===== config.mk =====
export PLATFORM = sky130hd
export DESIGN_NAME = ucrl_top
export DESIGN_NICKNAME = d
export VERILOG_FILES = /design/src/core/ucrl_top.v
export VERILOG_INCLUDE_DIRS = /design/src /design/src/core
export SDC_FILE = /design/constraint.sdc
export NUM_CORES = 1
export LEC_CHECK = 0
export ABC_AREA = 1
export BUFFER_PORTS_ARGS = -buffer_cell sky130_fd_sc_hd__buf_2
export CORE_MARGIN = 4
export CORE_UTILIZATION = 35
export DETAILED_ROUTE_END_ITERATION = 10
export PLACE_DENSITY = 0.5
export SYNTH_ARGS = -nofsm -noshare
export SYNTH_HDL_FRONTEND = slang
export SYNTH_SLANG_ARGS = --single-unit
export TNS_END_PERCENT = 50

===== constraint.sdc =====
create_clock -name mclk -period 3.9 [get_ports mclk]
set_input_delay 1.17 -clock mclk [delete_from_list [all_inputs] [get_ports mclk]]
set_output_delay 1.17 -clock mclk [all_outputs]
set_load 0.02 [all_outputs]

===== src/core/ucrl_regs.vh =====
`ifndef UCRL_REGS_VH
`define UCRL_REGS_VH

// ************************************************
// Register slots (three address lines)
// ************************************************
`define UCRL_A_DATA      3'h0
`define UCRL_A_MASK      3'h1
`define UCRL_A_CAUSE     3'h2
`define UCRL_A_FORMAT    3'h3
`define UCRL_A_MODEM     3'h4
`define UCRL_A_LSTATE    3'h5
`define UCRL_A_MSTATE    3'h6
`define UCRL_A_SCRATCH   3'h7

// ************************************************
// Field positions and keys
// ************************************************
`define UCRL_FMT_DLAB    7
`define UCRL_FMT_BREAK   6
`define UCRL_FMT_FORCE   5
`define UCRL_FMT_EVEN    4
`define UCRL_FMT_PAREN   3
`define UCRL_FMT_STOP    2
`define UCRL_MDM_DTR     0
`define UCRL_MDM_RTS     1
`define UCRL_MDM_OUT2    3
`define UCRL_MDM_LOOP    4
`define UCRL_EFR_ENH     4
`define UCRL_QC_FIFO     0
`define UCRL_QC_DMA      3
`define UCRL_ENH_KEY     8'hBF
`define UCRL_EXT_MASK4   8'h0F
`define UCRL_EXT_MASK5   8'h1F

// ************************************************
// Interrupt cause codes and reset values
// ************************************************
`define UCRL_ID_NONE     8'h01
`define UCRL_ID_LINE     8'h06
`define UCRL_ID_RXD      8'h04
`define UCRL_ID_TXE      8'h02
`define UCRL_ID_MODEM    8'h00
`define UCRL_RST_BYTE    8'h00

`endif


===== src/core/ucrl_top.v =====
`timescale 1ns/1ps
`include "ucrl_regs.vh"

module ucrl_top #(
	parameter       CHAN       = 1'b0,
	parameter [7:0] REV_CODE   = 8'h01,  // Arbitrary value
	parameter [7:0] IDENT_CODE = 8'h5A   // Arbitrary value
) (
	input  wire       mclk,
	input  wire       rstn,
	input  wire       cs_n,
	input  wire       channel_select,
	input  wire [2:0] addr,
	input  wire       rd_n,
	input  wire       wr_n,
	input  wire [7:0] wdata,
	output reg  [7:0] rdata,
	output reg        data_oe_n,
	input  wire       rx_in,
	input  wire       cts_n,
	input  wire       dsr_n,
	input  wire       carrier_detect_n,
	input  wire       ring_indicate_n,
	output reg        tx_out,
	output reg        rts_n,
	output reg        dtr_n,
	output reg        general_output_two_n
);

	// ************************************************
	// Register storage
	// ************************************************
	reg  [7:0]  line_format_r;
	reg  [7:0]  modem_outputs_r;
	reg  [7:0]  interrupt_mask_r;
	reg  [7:0]  queue_control_r;
	reg  [7:0]  divisor_low_r;
	reg  [7:0]  divisor_high_r;
	reg  [7:0]  alt_function_r;
	reg  [7:0]  enhanced_features_r;
	reg  [7:0]  resume_char_one_r;
	reg  [7:0]  resume_char_two_r;
	reg  [7:0]  pause_char_one_r;
	reg  [7:0]  pause_char_two_r;
	reg  [7:0]  scratch_r;
	reg  [7:0]  tx_holding_r;
	reg  [7:0]  rx_holding_r;
	reg         thr_full_r;
	reg         thre_int_r;
	reg         rx_ready_r;
	reg         overrun_r;
	reg         par_err_r;
	reg         frm_err_r;
	reg         brk_r;
	reg  [3:0]  mdm_prev_r;
	reg  [3:0]  mdm_delta_r;
	reg         rd_q_r;
	reg         wr_q_r;

	// ************************************************
	// Host strobe qualification and view decode
	// ************************************************
	wire        sel      = ~cs_n & (channel_select == CHAN);
	wire        rd_go    = sel & ~rd_n & rd_q_r;
	wire        wr_go    = sel & ~wr_n & wr_q_r;
	wire        enh_view = (line_format_r == `UCRL_ENH_KEY);
	wire        dlab     = line_format_r[`UCRL_FMT_DLAB];
	wire        div_zero = (divisor_low_r == 8'h00) & (divisor_high_r == 8'h00);
	wire        ext_en   = enhanced_features_r[`UCRL_EFR_ENH];
	wire        loop     = modem_outputs_r[`UCRL_MDM_LOOP];
	wire [15:0] divisor  = {divisor_high_r, divisor_low_r};

	// Extended bits read as zero unless the enhanced bit is set
	wire [7:0]  mask_vis = ext_en ? interrupt_mask_r : (interrupt_mask_r & `UCRL_EXT_MASK4);
	wire [7:0]  mdm_vis  = ext_en ? modem_outputs_r : (modem_outputs_r & `UCRL_EXT_MASK5);

	// ************************************************
	// Modem status, with loopback substitution
	// ************************************************
	wire [3:0]  mdm_now = loop ?
		{modem_outputs_r[`UCRL_MDM_OUT2], 1'b0, modem_outputs_r[`UCRL_MDM_DTR], modem_outputs_r[`UCRL_MDM_RTS]} :
		{~carrier_detect_n, ~ring_indicate_n, ~dsr_n, ~cts_n};
	wire [3:0]  mdm_chg = (mdm_now ^ mdm_prev_r) & {1'b1, ~mdm_now[2], 2'b11};
	wire [7:0]  modem_inputs = {mdm_prev_r, mdm_delta_r};
	wire        tx_idle;
	wire [7:0]  line_state = {queue_control_r[`UCRL_QC_FIFO] & (par_err_r | frm_err_r | brk_r),
		tx_idle, ~thr_full_r, brk_r, frm_err_r, par_err_r, overrun_r, rx_ready_r};

	// ************************************************
	// Interrupt cause, highest priority first
	// ************************************************
	reg  [7:0]  cause_id;
	always @* begin
		if (mask_vis[2] & (overrun_r | par_err_r | frm_err_r | brk_r))
			cause_id = `UCRL_ID_LINE;
		else if (mask_vis[0] & rx_ready_r)
			cause_id = `UCRL_ID_RXD;
		else if (mask_vis[1] & thre_int_r)
			cause_id = `UCRL_ID_TXE;
		else if (mask_vis[3] & (|mdm_delta_r))
			cause_id = `UCRL_ID_MODEM;
		else
			cause_id = `UCRL_ID_NONE;
	end
	// Bits 5:4 carry sources outside this block, so they stay zero
	wire [7:0]  interrupt_cause = {{2{queue_control_r[`UCRL_QC_FIFO]}}, 2'b00, cause_id[3:0]};

	// ************************************************
	// Read multiplexer
	// ************************************************
	reg  [7:0]  rd_val;
	always @* begin
		case (addr)
			`UCRL_A_DATA:    rd_val = dlab ? (div_zero ? REV_CODE : divisor_low_r) : rx_holding_r;
			`UCRL_A_MASK:    rd_val = dlab ? (div_zero ? IDENT_CODE : divisor_high_r) : mask_vis;
			`UCRL_A_CAUSE:   rd_val = enh_view ? enhanced_features_r :
			                          (dlab ? alt_function_r : interrupt_cause);
			`UCRL_A_FORMAT:  rd_val = line_format_r;
			`UCRL_A_MODEM:   rd_val = enh_view ? resume_char_one_r : mdm_vis;
			`UCRL_A_LSTATE:  rd_val = enh_view ? resume_char_two_r : line_state;
			`UCRL_A_MSTATE:  rd_val = enh_view ? pause_char_one_r : modem_inputs;
			`UCRL_A_SCRATCH: rd_val = enh_view ? pause_char_two_r : scratch_r;
			default:         rd_val = `UCRL_RST_BYTE;
		endcase
	end

	wire rd_rhr = rd_go & (addr == `UCRL_A_DATA) & ~dlab;
	wire rd_isr = rd_go & (addr == `UCRL_A_CAUSE) & ~dlab;
	wire rd_lsr = rd_go & (addr == `UCRL_A_LSTATE) & ~enh_view;
	wire rd_msr = rd_go & (addr == `UCRL_A_MSTATE) & ~enh_view;
	wire wr_thr = wr_go & (addr == `UCRL_A_DATA) & ~dlab;

	// ************************************************
	// Bit clock from the 16-bit divisor
	// ************************************************
	reg  [15:0] baud_cnt_r;
	wire        div_wr = wr_go & dlab & (addr[2:1] == 2'b00);  // Restart so a stale long count cannot delay a new rate
	wire        tick = (divisor != 16'h0000) & (baud_cnt_r == 16'h0000);
	always @(posedge mclk or negedge rstn) begin
		if (!rstn)
			baud_cnt_r <= 16'h0000;
		else if ((divisor == 16'h0000) | div_wr)
			baud_cnt_r <= 16'h0000;
		else if (tick)
			baud_cnt_r <= divisor - 16'h0001;
		else
			baud_cnt_r <= baud_cnt_r - 16'h0001;
	end

	// ************************************************
	// Transmit shifter
	// ************************************************
	wire [3:0]  nb      = 4'h5 + {2'b00, line_format_r[1:0]};
	wire        par_en  = line_format_r[`UCRL_FMT_PAREN];
	wire [3:0]  flen    = 4'h1 + nb + {3'b000, par_en} + (line_format_r[`UCRL_FMT_STOP] ? 4'h2 : 4'h1);
	wire [11:0] hi_ones = 12'hFFF << nb;
	wire [11:0] tx_data = {4'h0, tx_holding_r} & ~hi_ones;
	wire        tx_par  = line_format_r[`UCRL_FMT_FORCE] ? ~line_format_r[`UCRL_FMT_EVEN] :
		(^tx_data) ^ ~line_format_r[`UCRL_FMT_EVEN];
	wire [11:0] tx_fram = par_en ? ((hi_ones & ~(12'h001 << nb)) | tx_data | ({11'h000, tx_par} << nb)) :
		(hi_ones | tx_data);
	reg  [11:0] tx_sh_r;
	reg  [3:0]  tx_left_r;
	reg         tx_busy_r;
	reg         tx_ser_r;
	assign tx_idle = ~thr_full_r & ~tx_busy_r;

	always @(posedge mclk or negedge rstn) begin
		if (!rstn) begin
			tx_sh_r   <= 12'hFFF;
			tx_left_r <= 4'h0;
			tx_busy_r <= 1'b0;
			tx_ser_r  <= 1'b1;
		end else if (tick) begin
			if (tx_busy_r) begin
				if (tx_left_r != 4'h0) begin
					tx_ser_r  <= tx_sh_r[0];
					tx_sh_r   <= {1'b1, tx_sh_r[11:1]};
					tx_left_r <= tx_left_r - 4'h1;
				end else
					tx_busy_r <= 1'b0;
			end else if (thr_full_r) begin
				tx_ser_r  <= 1'b0;
				tx_sh_r   <= tx_fram;
				tx_left_r <= flen - 4'h1;
				tx_busy_r <= 1'b1;
			end
		end
	end
	wire tx_take = tick & ~tx_busy_r & thr_full_r;

	// ************************************************
	// Receive shifter
	// ************************************************
	wire        rx_line = loop ? tx_ser_r : rx_in;
	reg         rx_act_r;
	reg  [15:0] rx_tc_r;
	reg  [3:0]  rx_idx_r;
	reg  [7:0]  rx_sh_r;
	reg         rx_pbad_r;
	wire        rx_samp = rx_act_r & (rx_tc_r == 16'h0000);
	wire [3:0]  stop_ix = nb + 4'h1 + {3'b000, par_en};
	wire        rx_done = rx_samp & (rx_idx_r == stop_ix);
	wire [7:0]  rx_mask = ~hi_ones[7:0];
	wire        rx_exp  = line_format_r[`UCRL_FMT_FORCE] ? ~line_format_r[`UCRL_FMT_EVEN] :
		(^(rx_sh_r & rx_mask)) ^ ~line_format_r[`UCRL_FMT_EVEN];

	always @(posedge mclk or negedge rstn) begin
		if (!rstn) begin
			rx_act_r  <= 1'b0;
			rx_tc_r   <= 16'h0000;
			rx_idx_r  <= 4'h0;
			rx_sh_r   <= 8'h00;
			rx_pbad_r <= 1'b0;
		end else if (!rx_act_r) begin
			if (~rx_line & (divisor != 16'h0000)) begin
				rx_act_r  <= 1'b1;
				rx_tc_r   <= divisor >> 1;
				rx_idx_r  <= 4'h0;
				rx_sh_r   <= 8'h00;
				rx_pbad_r <= 1'b0;
			end
		end else if (rx_samp) begin
			rx_tc_r  <= divisor - 16'h0001;
			rx_idx_r <= rx_idx_r + 4'h1;
			// A start bit that has gone high again was a glitch
			if ((rx_idx_r == 4'h0) & rx_line)
				rx_act_r <= 1'b0;
			else if ((rx_idx_r != 4'h0) & (rx_idx_r <= nb))
				rx_sh_r[rx_idx_r[2:0] - 3'h1] <= rx_line;
			else if (par_en & (rx_idx_r == nb + 4'h1))
				rx_pbad_r <= (rx_line != rx_exp);
			if (rx_done)
				rx_act_r <= 1'b0;
		end else
			rx_tc_r <= rx_tc_r - 16'h0001;
	end

	// ************************************************
	// Host writes, status flags and pins
	// ************************************************
	always @(posedge mclk or negedge rstn) begin
		if (!rstn) begin
			rd_q_r               <= 1'b1;
			wr_q_r               <= 1'b1;
			rdata                <= `UCRL_RST_BYTE;
			data_oe_n            <= 1'b1;
			line_format_r        <= `UCRL_RST_BYTE;
			modem_outputs_r      <= `UCRL_RST_BYTE;
			interrupt_mask_r     <= `UCRL_RST_BYTE;
			queue_control_r      <= `UCRL_RST_BYTE;
			divisor_low_r        <= `UCRL_RST_BYTE;
			divisor_high_r       <= `UCRL_RST_BYTE;
			alt_function_r       <= `UCRL_RST_BYTE;
			enhanced_features_r  <= `UCRL_RST_BYTE;
			resume_char_one_r    <= `UCRL_RST_BYTE;
			resume_char_two_r    <= `UCRL_RST_BYTE;
			pause_char_one_r     <= `UCRL_RST_BYTE;
			pause_char_two_r     <= `UCRL_RST_BYTE;
			scratch_r            <= `UCRL_RST_BYTE;
			tx_holding_r         <= `UCRL_RST_BYTE;
			rx_holding_r         <= `UCRL_RST_BYTE;
			thr_full_r           <= 1'b0;
			thre_int_r           <= 1'b0;
			rx_ready_r           <= 1'b0;
			overrun_r            <= 1'b0;
			par_err_r            <= 1'b0;
			frm_err_r            <= 1'b0;
			brk_r                <= 1'b0;
			mdm_prev_r           <= 4'h0;
			mdm_delta_r          <= 4'h0;
			tx_out               <= 1'b1;
			rts_n                <= 1'b1;
			dtr_n                <= 1'b1;
			general_output_two_n <= 1'b1;
		end else begin
			rd_q_r    <= rd_n;
			wr_q_r    <= wr_n;
			data_oe_n <= ~(sel & ~rd_n);
			if (rd_go)
				rdata <= rd_val;
			if (wr_go) begin
				case (addr)
					`UCRL_A_DATA:
						if (dlab)
							divisor_low_r <= wdata;
						else
							tx_holding_r <= wdata;
					`UCRL_A_MASK:
						if (dlab)
							divisor_high_r <= wdata;
						else
							interrupt_mask_r <= ext_en ? wdata : (wdata & `UCRL_EXT_MASK4);
					`UCRL_A_CAUSE:
						if (enh_view)
							enhanced_features_r <= wdata;
						else if (dlab)
							alt_function_r <= wdata;
						else
							// Reset bits act as pulses; bits 5:4 are never kept
							queue_control_r <= wdata & 8'hC9;
					`UCRL_A_FORMAT:
						line_format_r <= wdata;
					`UCRL_A_MODEM:
						if (enh_view)
							resume_char_one_r <= wdata;
						else
							modem_outputs_r <= ext_en ? wdata : (wdata & `UCRL_EXT_MASK5);
					`UCRL_A_LSTATE:
						if (enh_view)
							resume_char_two_r <= wdata;
					`UCRL_A_MSTATE:
						if (enh_view)
							pause_char_one_r <= wdata;
					`UCRL_A_SCRATCH:
						if (enh_view)
							pause_char_two_r <= wdata;
						else
							scratch_r <= wdata;
					default: ;
				endcase
			end

			// Holding register handshake; host load beats a same-cycle transfer
			if (wr_thr)
				thr_full_r <= 1'b1;
			else if (tx_take)
				thr_full_r <= 1'b0;
			if (tx_take & ~wr_thr)
				thre_int_r <= 1'b1;
			else if (wr_thr | (rd_isr & (cause_id == `UCRL_ID_TXE)))
				thre_int_r <= 1'b0;

			// Receive flags: a new event wins over a clearing read
			if (rx_done) begin
				rx_holding_r <= rx_sh_r & rx_mask;
				rx_ready_r   <= 1'b1;
			end else if (rd_rhr)
				rx_ready_r <= 1'b0;
			if (rx_done & rx_ready_r & ~rd_rhr)
				overrun_r <= 1'b1;
			else if (rd_lsr)
				overrun_r <= 1'b0;
			if (rx_done & rx_pbad_r)
				par_err_r <= 1'b1;
			else if (rd_lsr)
				par_err_r <= 1'b0;
			if (rx_done & ~rx_line)
				frm_err_r <= 1'b1;
			else if (rd_lsr)
				frm_err_r <= 1'b0;
			if (rx_done & ~rx_line & ((rx_sh_r & rx_mask) == 8'h00))
				brk_r <= 1'b1;
			else if (rd_lsr)
				brk_r <= 1'b0;

			mdm_prev_r  <= mdm_now;
			mdm_delta_r <= (rd_msr ? 4'h0 : mdm_delta_r) | mdm_chg;

			// No automatic request/clear-to-send pacing; pins follow the register, or are held high in loopback
			tx_out               <= loop | (tx_ser_r & ~line_format_r[`UCRL_FMT_BREAK]);
			rts_n                <= loop | ~modem_outputs_r[`UCRL_MDM_RTS];
			dtr_n                <= loop | ~modem_outputs_r[`UCRL_MDM_DTR];
			general_output_two_n <= loop | ~modem_outputs_r[`UCRL_MDM_OUT2];
		end
	end

endmodule // ucrl_top


# After elaboration in Yosys (flattened, before gate mapping)
# Index checks and enable logic that the tools add are counted.
# word_totals
register_bits,207
in_bits,22
out_inout_bits,13
wordCells,284
# op_classes
add_sub_neg,11
order_cmp,3
n_eq_ne,18
shifts,3
muxes,76
bitwise,88
reduce_logical,43
# op_table
operator,count
$mux 8,22
$mux 16,5
$pmux 8 s8,1
$logic_not 16->1,3
$mux 12,4
$sub 16x1->16 const B,3
$and 1x1->1,41
$or 12x12->12,3
$reduce_and 3->1,12
$mux 1,33
$mux 4,8
$logic_not 8->1,3
$not 12->12,2
$not 1->1,22
$reduce_bool 2->1,9
$reduce_bool 16->1,1
$and 12x12->12,1
$and 8x12->12,1
$eq 3x3->1 const B,4
$reduce_and 4->1,3
$reduce_xor 12->1,1
$shl 1x4->12,1
$shl 1x4->12 const A,1
$shl 12x4->12 const A,1
other kinds (36),57

# Logic depth before layout (Yosys ltp)
# depth
word_depth,13
mapped_depth,21
mapped_depth_nobuf,21

# Worst setup path before layout
# No wires, ideal clock.
# synth_timing
kind,register -> register
from,reg line_format_r[0]
to,reg tx_left_r[3]
setup_ps,117
t_arrival_ps,2725
required_time_ps,3783
setup_slack_ps,1058
path_stages_with_launch,16
n_path_buf,0
period_less_slack_ps,2842
path_cell_list,dfrtp_1 > inv_1 > ha_1 > nor2_1 > inv_1 > ha_1 > inv_1 > ha_1 > inv_1 > ha_1 > fa_1 > xnor2_1 > xnor2_1 > o21ai_0 > nand2_1 > nand2_1
# synth_via
elab_chain_cells,7
# synth_rtl
element,line,text
start: declaration,ucrl_top.v:33,reg [7:0] line_format_r;
start signal: assignment,ucrl_top.v:248,line_format_r <= `UCRL_RST_BYTE;
start signal: assignment,ucrl_top.v:303,line_format_r <= wdata;
$add 3x2->4,ucrl_top.v:153,"wire [3:0] nb = 4'h5 + {2'b00, line_format_r[1:0]};"
$add 4x1->4 (2 in series),ucrl_top.v:155,"wire [3:0] flen = 4'h1 + nb + {3'b000, par_en} + (line_format_r[`UCRL_FMT_STOP] ? 4'h2 : 4'h1);"
$add 4x2->4,ucrl_top.v:155,
$sub 4x1->4,ucrl_top.v:185,tx_left_r <= flen - 4'h1;
$mux 4,ucrl_top.v:182,end else if (thr_full_r) begin
$mux 4,ucrl_top.v:175,if (tx_busy_r) begin
end signal: assignment,ucrl_top.v:179,tx_left_r <= tx_left_r - 4'h1;
end signal: assignment,ucrl_top.v:185,
end: declaration,ucrl_top.v:163,reg [3:0] tx_left_r;
# No other way between the ends. The select of a mux whose other input is x is not followed.
# A chain may end at the register's enable or synchronous reset.

# Worst setup path after layout
# Same ends and word-level chain as after synthesis.

==> results.py <==
metrics = {
    "run_status": {
        "status": "finished, final reports clean",
    },
    "power": {
        "powerDensity_nw_per_um2": 562,
        "sw_frac_of_total": 0.364,
        "power_frac_seq": 0.384,
        "p_int_mw": 4.57,
        "p_leak_nw": 6.01,
        "p_total_mw": 7.20,
        "p_sw_mw": 2.62,
        "clockPowerShare": 0.323,
        "p_comb_frac": 0.292,
        "irDropWorstVdd_mv": 0.381,
    },
    "timing": {
        "rsz0062_at_grt": "no",
        "tns_ps": 0,
        "hold_viol": 0,
        "slew_violations": 0,
        "finalClockSkew_ps": 12.3,
        "fmax_ghz": 0.311,
        "setup_slack_ps": 689,
        "post-route-min-period_ps": 3210,
        "slew_headroom": 0.517,
        "worstMarginPinSlew_ps": 724,
        "post-route-period-util": 0.823,
        "finalSetupViolations": 0,
    },
    "cells_and_area": {
        "multi_input_area_sq_um": 5390,
        "ff_latch_area_sq_um": 5200,
        "drive_above_1_share": 0.108,
        "area.growth.synth_to_final_pct": 12.6,
        "final.fill_count": 3332,
        "layout_common_cells": "nand2_1, o21ai_0, dfrtp_1",
        "final_common_cell": "nand2_1",
        "fin_nets": 1500,
        "num_antenna_cells": 0,
    },
    "setup_path": {
        "cp_cell_sequence": "inv_1, ha_1, nor2_1, inv_1, ha_1, inv_1, ha_1, inv_1, ha_1, fa_1, xnor2_1, xnor2_1, o21ai_0, nand2_1, nand2_1",
        "cpPeakStageDelay_ps": 530,
        "worstPathRequired_ps": 4320,
        "cp-end-kind": "flip-flop",
        "slowest_stage": "dfrtp_1",
        "start_kind": "flip-flop",
        "crit_family": "adder cells",
        "crit_buf_inv": 4,
        "arrival_ps": 3630,
        "critical_path_class": "reg2reg",
        "cp_max_fo": 8,
    },
    "synthesis": {
        "synth_area_sq_um": 11400,
        "avgSynthCellArea_sq_um": 8.00,
        "ys_warn_count": 0,
        "synth_fp_nets": 1473,
        "synth-seq-cells": 207,
        "postSynth.asyncResetShare": 1.00,
        "synth_edf_count": 0,
        "synth_top_area_frac": 0.411,
        "synthTopCellsByArea": "dfrtp_1, nand2_1, o21ai_0",
        "syn_inst": 1423,
        "synthDistinctLibCells": 57,
        "yosysTopAreaCell": "dfrtp_1",
        "seq_area_frac_synth": 0.457,
        "ys.flop_type": "dfrtp_1",
    },
    "floorplanning": {
        "die_w_um": 188,
        "core_sq_um": 31800,
        "initial_core_util": 0.358,
        "ios": 35,
        "row_count": 65,
        "dieArea_sq_um": 35500,
        "die_height_um": 188,
    },
    "worst_hold_path": {
        "worstHoldPathType": "reg2reg",
    },
    "place": {
        "portBuffers": 34,
        "post-place-ws_ps": 482,
        "dp_hpwl_um": 25400,
        "gp_congestion": 0.901,
    },
    "clock_tree": {
        "cts_resized": 0,
        "cts-root-buf": "clkbuf_16",
        "insertion_delay_ps": 530,
        "hold_buffers": 0,
        "numCtsBuffers": 25,
        "h-tree-depth": 1,
        "cts_setup_buffers": 0,
        "clkTransAtPathRegs_ps": 60,
        "ctsLongestPathBuffers": 3,
        "cts.sinks": 207,
        "cts_tree": "built",
    },
    "route": {
        "ant_nets": 0,
        "vias": 9616,
        "viasPerCell": 5.06,
        "routed_wl_um": 35100,
        "drc_errors": 0,
        "drt_first_pass_iters": 5,
        "first_iter_violations": 812,
        "avgRoutedWirePerCell_um": 18.5,
    },
    "grt": {
        "grt_pass1_vias": 9547,
        "grt_antenna_before_repair": 0,
        "grt_max_degree": 73,
        "track_usage": 0.196,
        "grt_pass1_wl_um": 55900,
        "grt_overflow": 0,
    },
    "flow_run": {
        "maxCapViolCount": 0,
    },
}
synth_stat cells, drive strengths merged (3+ instances only):
cell type,count
nand2,378
o21ai,204
dfrtp,187
inv,143
nor2,105
nand3,63
a21oi,50
xor2,39
clkbuf,34
ha,27
nor3,26
dfstp,20
buf,17
a211oi,16
nand4,16
o22ai,15
xnor2,14
a31oi,8
a22oi,7
nor4,7
o221ai,6
o211ai,5
or2,5
clkinv,4
o2111ai,4
o21bai,4
a221oi,3
o31ai,3
power groups by stage:
stage / Clock, mW / Sequential [mW] / Combinational (mW)
2_1_floorplan: 0 / 2.72 / 1.60
3_5_place_dp: 0 / 2.80 / 2.11
4_1_cts: 2.38 / 2.77 / 2.11
6_report: 2.33 / 2.77 / 2.10
3_3_place_gp: 0 / 2.79 / 2.10
5_1_grt: 2.48 / 2.81 / 2.40
per-layer routing:
metal / share of wire / global-route usage
met4: 0.022 / 0.0432
met2: 0.47 / 0.328
met1: 0.47 / 0.277
met5: 0 / 0
met3: 0.038 / 0.0217
flip-flops by register name, indices dropped and copies added (netlist names), 8 cells and up:
name / flops
alt_function_r: 8
baud_cnt_r: 16
divisor_high_r: 8
divisor_low_r: 8
enhanced_features_r: 8
interrupt_mask_r: 8
line_format_r: 8
modem_outputs_r: 8
pause_char_one_r: 8
pause_char_two_r: 8
rdata: 8
resume_char_one_r: 8
resume_char_two_r: 8
rx_holding_r: 8
rx_sh_r: 8
rx_tc_r: 16
scratch_r: 8
tx_holding_r: 8
tx_sh_r: 12
worst paths after layout:
path	start	to	slack, ps	depth (start not counted)
max reg2reg	line_format_r[0]$_DFFE_PN0P_	tx_left_r[3]$_DFFE_PN0P_	690	15
min reg2reg	modem_outputs_r[3]$_DFFE_PN0P_	general_output_two_n$_DFF_PN1_	460	1
min	modem_outputs_r[3]$_DFFE_PN0P_	general_output_two_n$_DFF_PN1_	460	1
min in group asynchronous	rstn	tx_busy_r$_DFFE_PN0P_	600	1
max	line_format_r[0]$_DFFE_PN0P_	tx_left_r[3]$_DFFE_PN0P_	690	15
max in group asynchronous	rstn	general_output_two_n$_DFF_PN1_	2430	2
logic make-up (layout without fill, tap and decap cells):
logic type | Yosys count | in the layout | share of synthesized area
and+or+nand+nor | 602 | 602 | 0.231
AOI/OAI and AO/OA | 334 | 334 | 0.168
DFF | 207 | 207 | 0.457
buffers and inverters | 198 | 241 | 0.0689
xor gates and xnor gates | 53 | 53 | 0.0415
adders and majority gates | 28 | 28 | 0.0314
muxes | 1 | 1 | 0.000880
layout make-up:
type | instances | share of cell area
Clock buffer | 32 | 0.0532
Clock inverter | 11 | 0.00928
Inverter | 147 | 0.0431
Multi-Input combinational cell | 1018 | 0.421
Sequential cell | 207 | 0.406
Tap cell | 435 | 0.0425
Timing Repair Buffer | 51 | 0.0250
stage by stage:
step	cell area, sq um	std cells	hold WS [ps]	utilization
floorplan	11400	1423	418	-
global placement	12000	1858	455	0.378
detailed placement	12000	1858	457	0.378
CTS	12800	1901	468	0.403
global route	12800	1901	480	0.403
finish	12800	1901	459	0.403
Power figures use the tool's default switching activity.
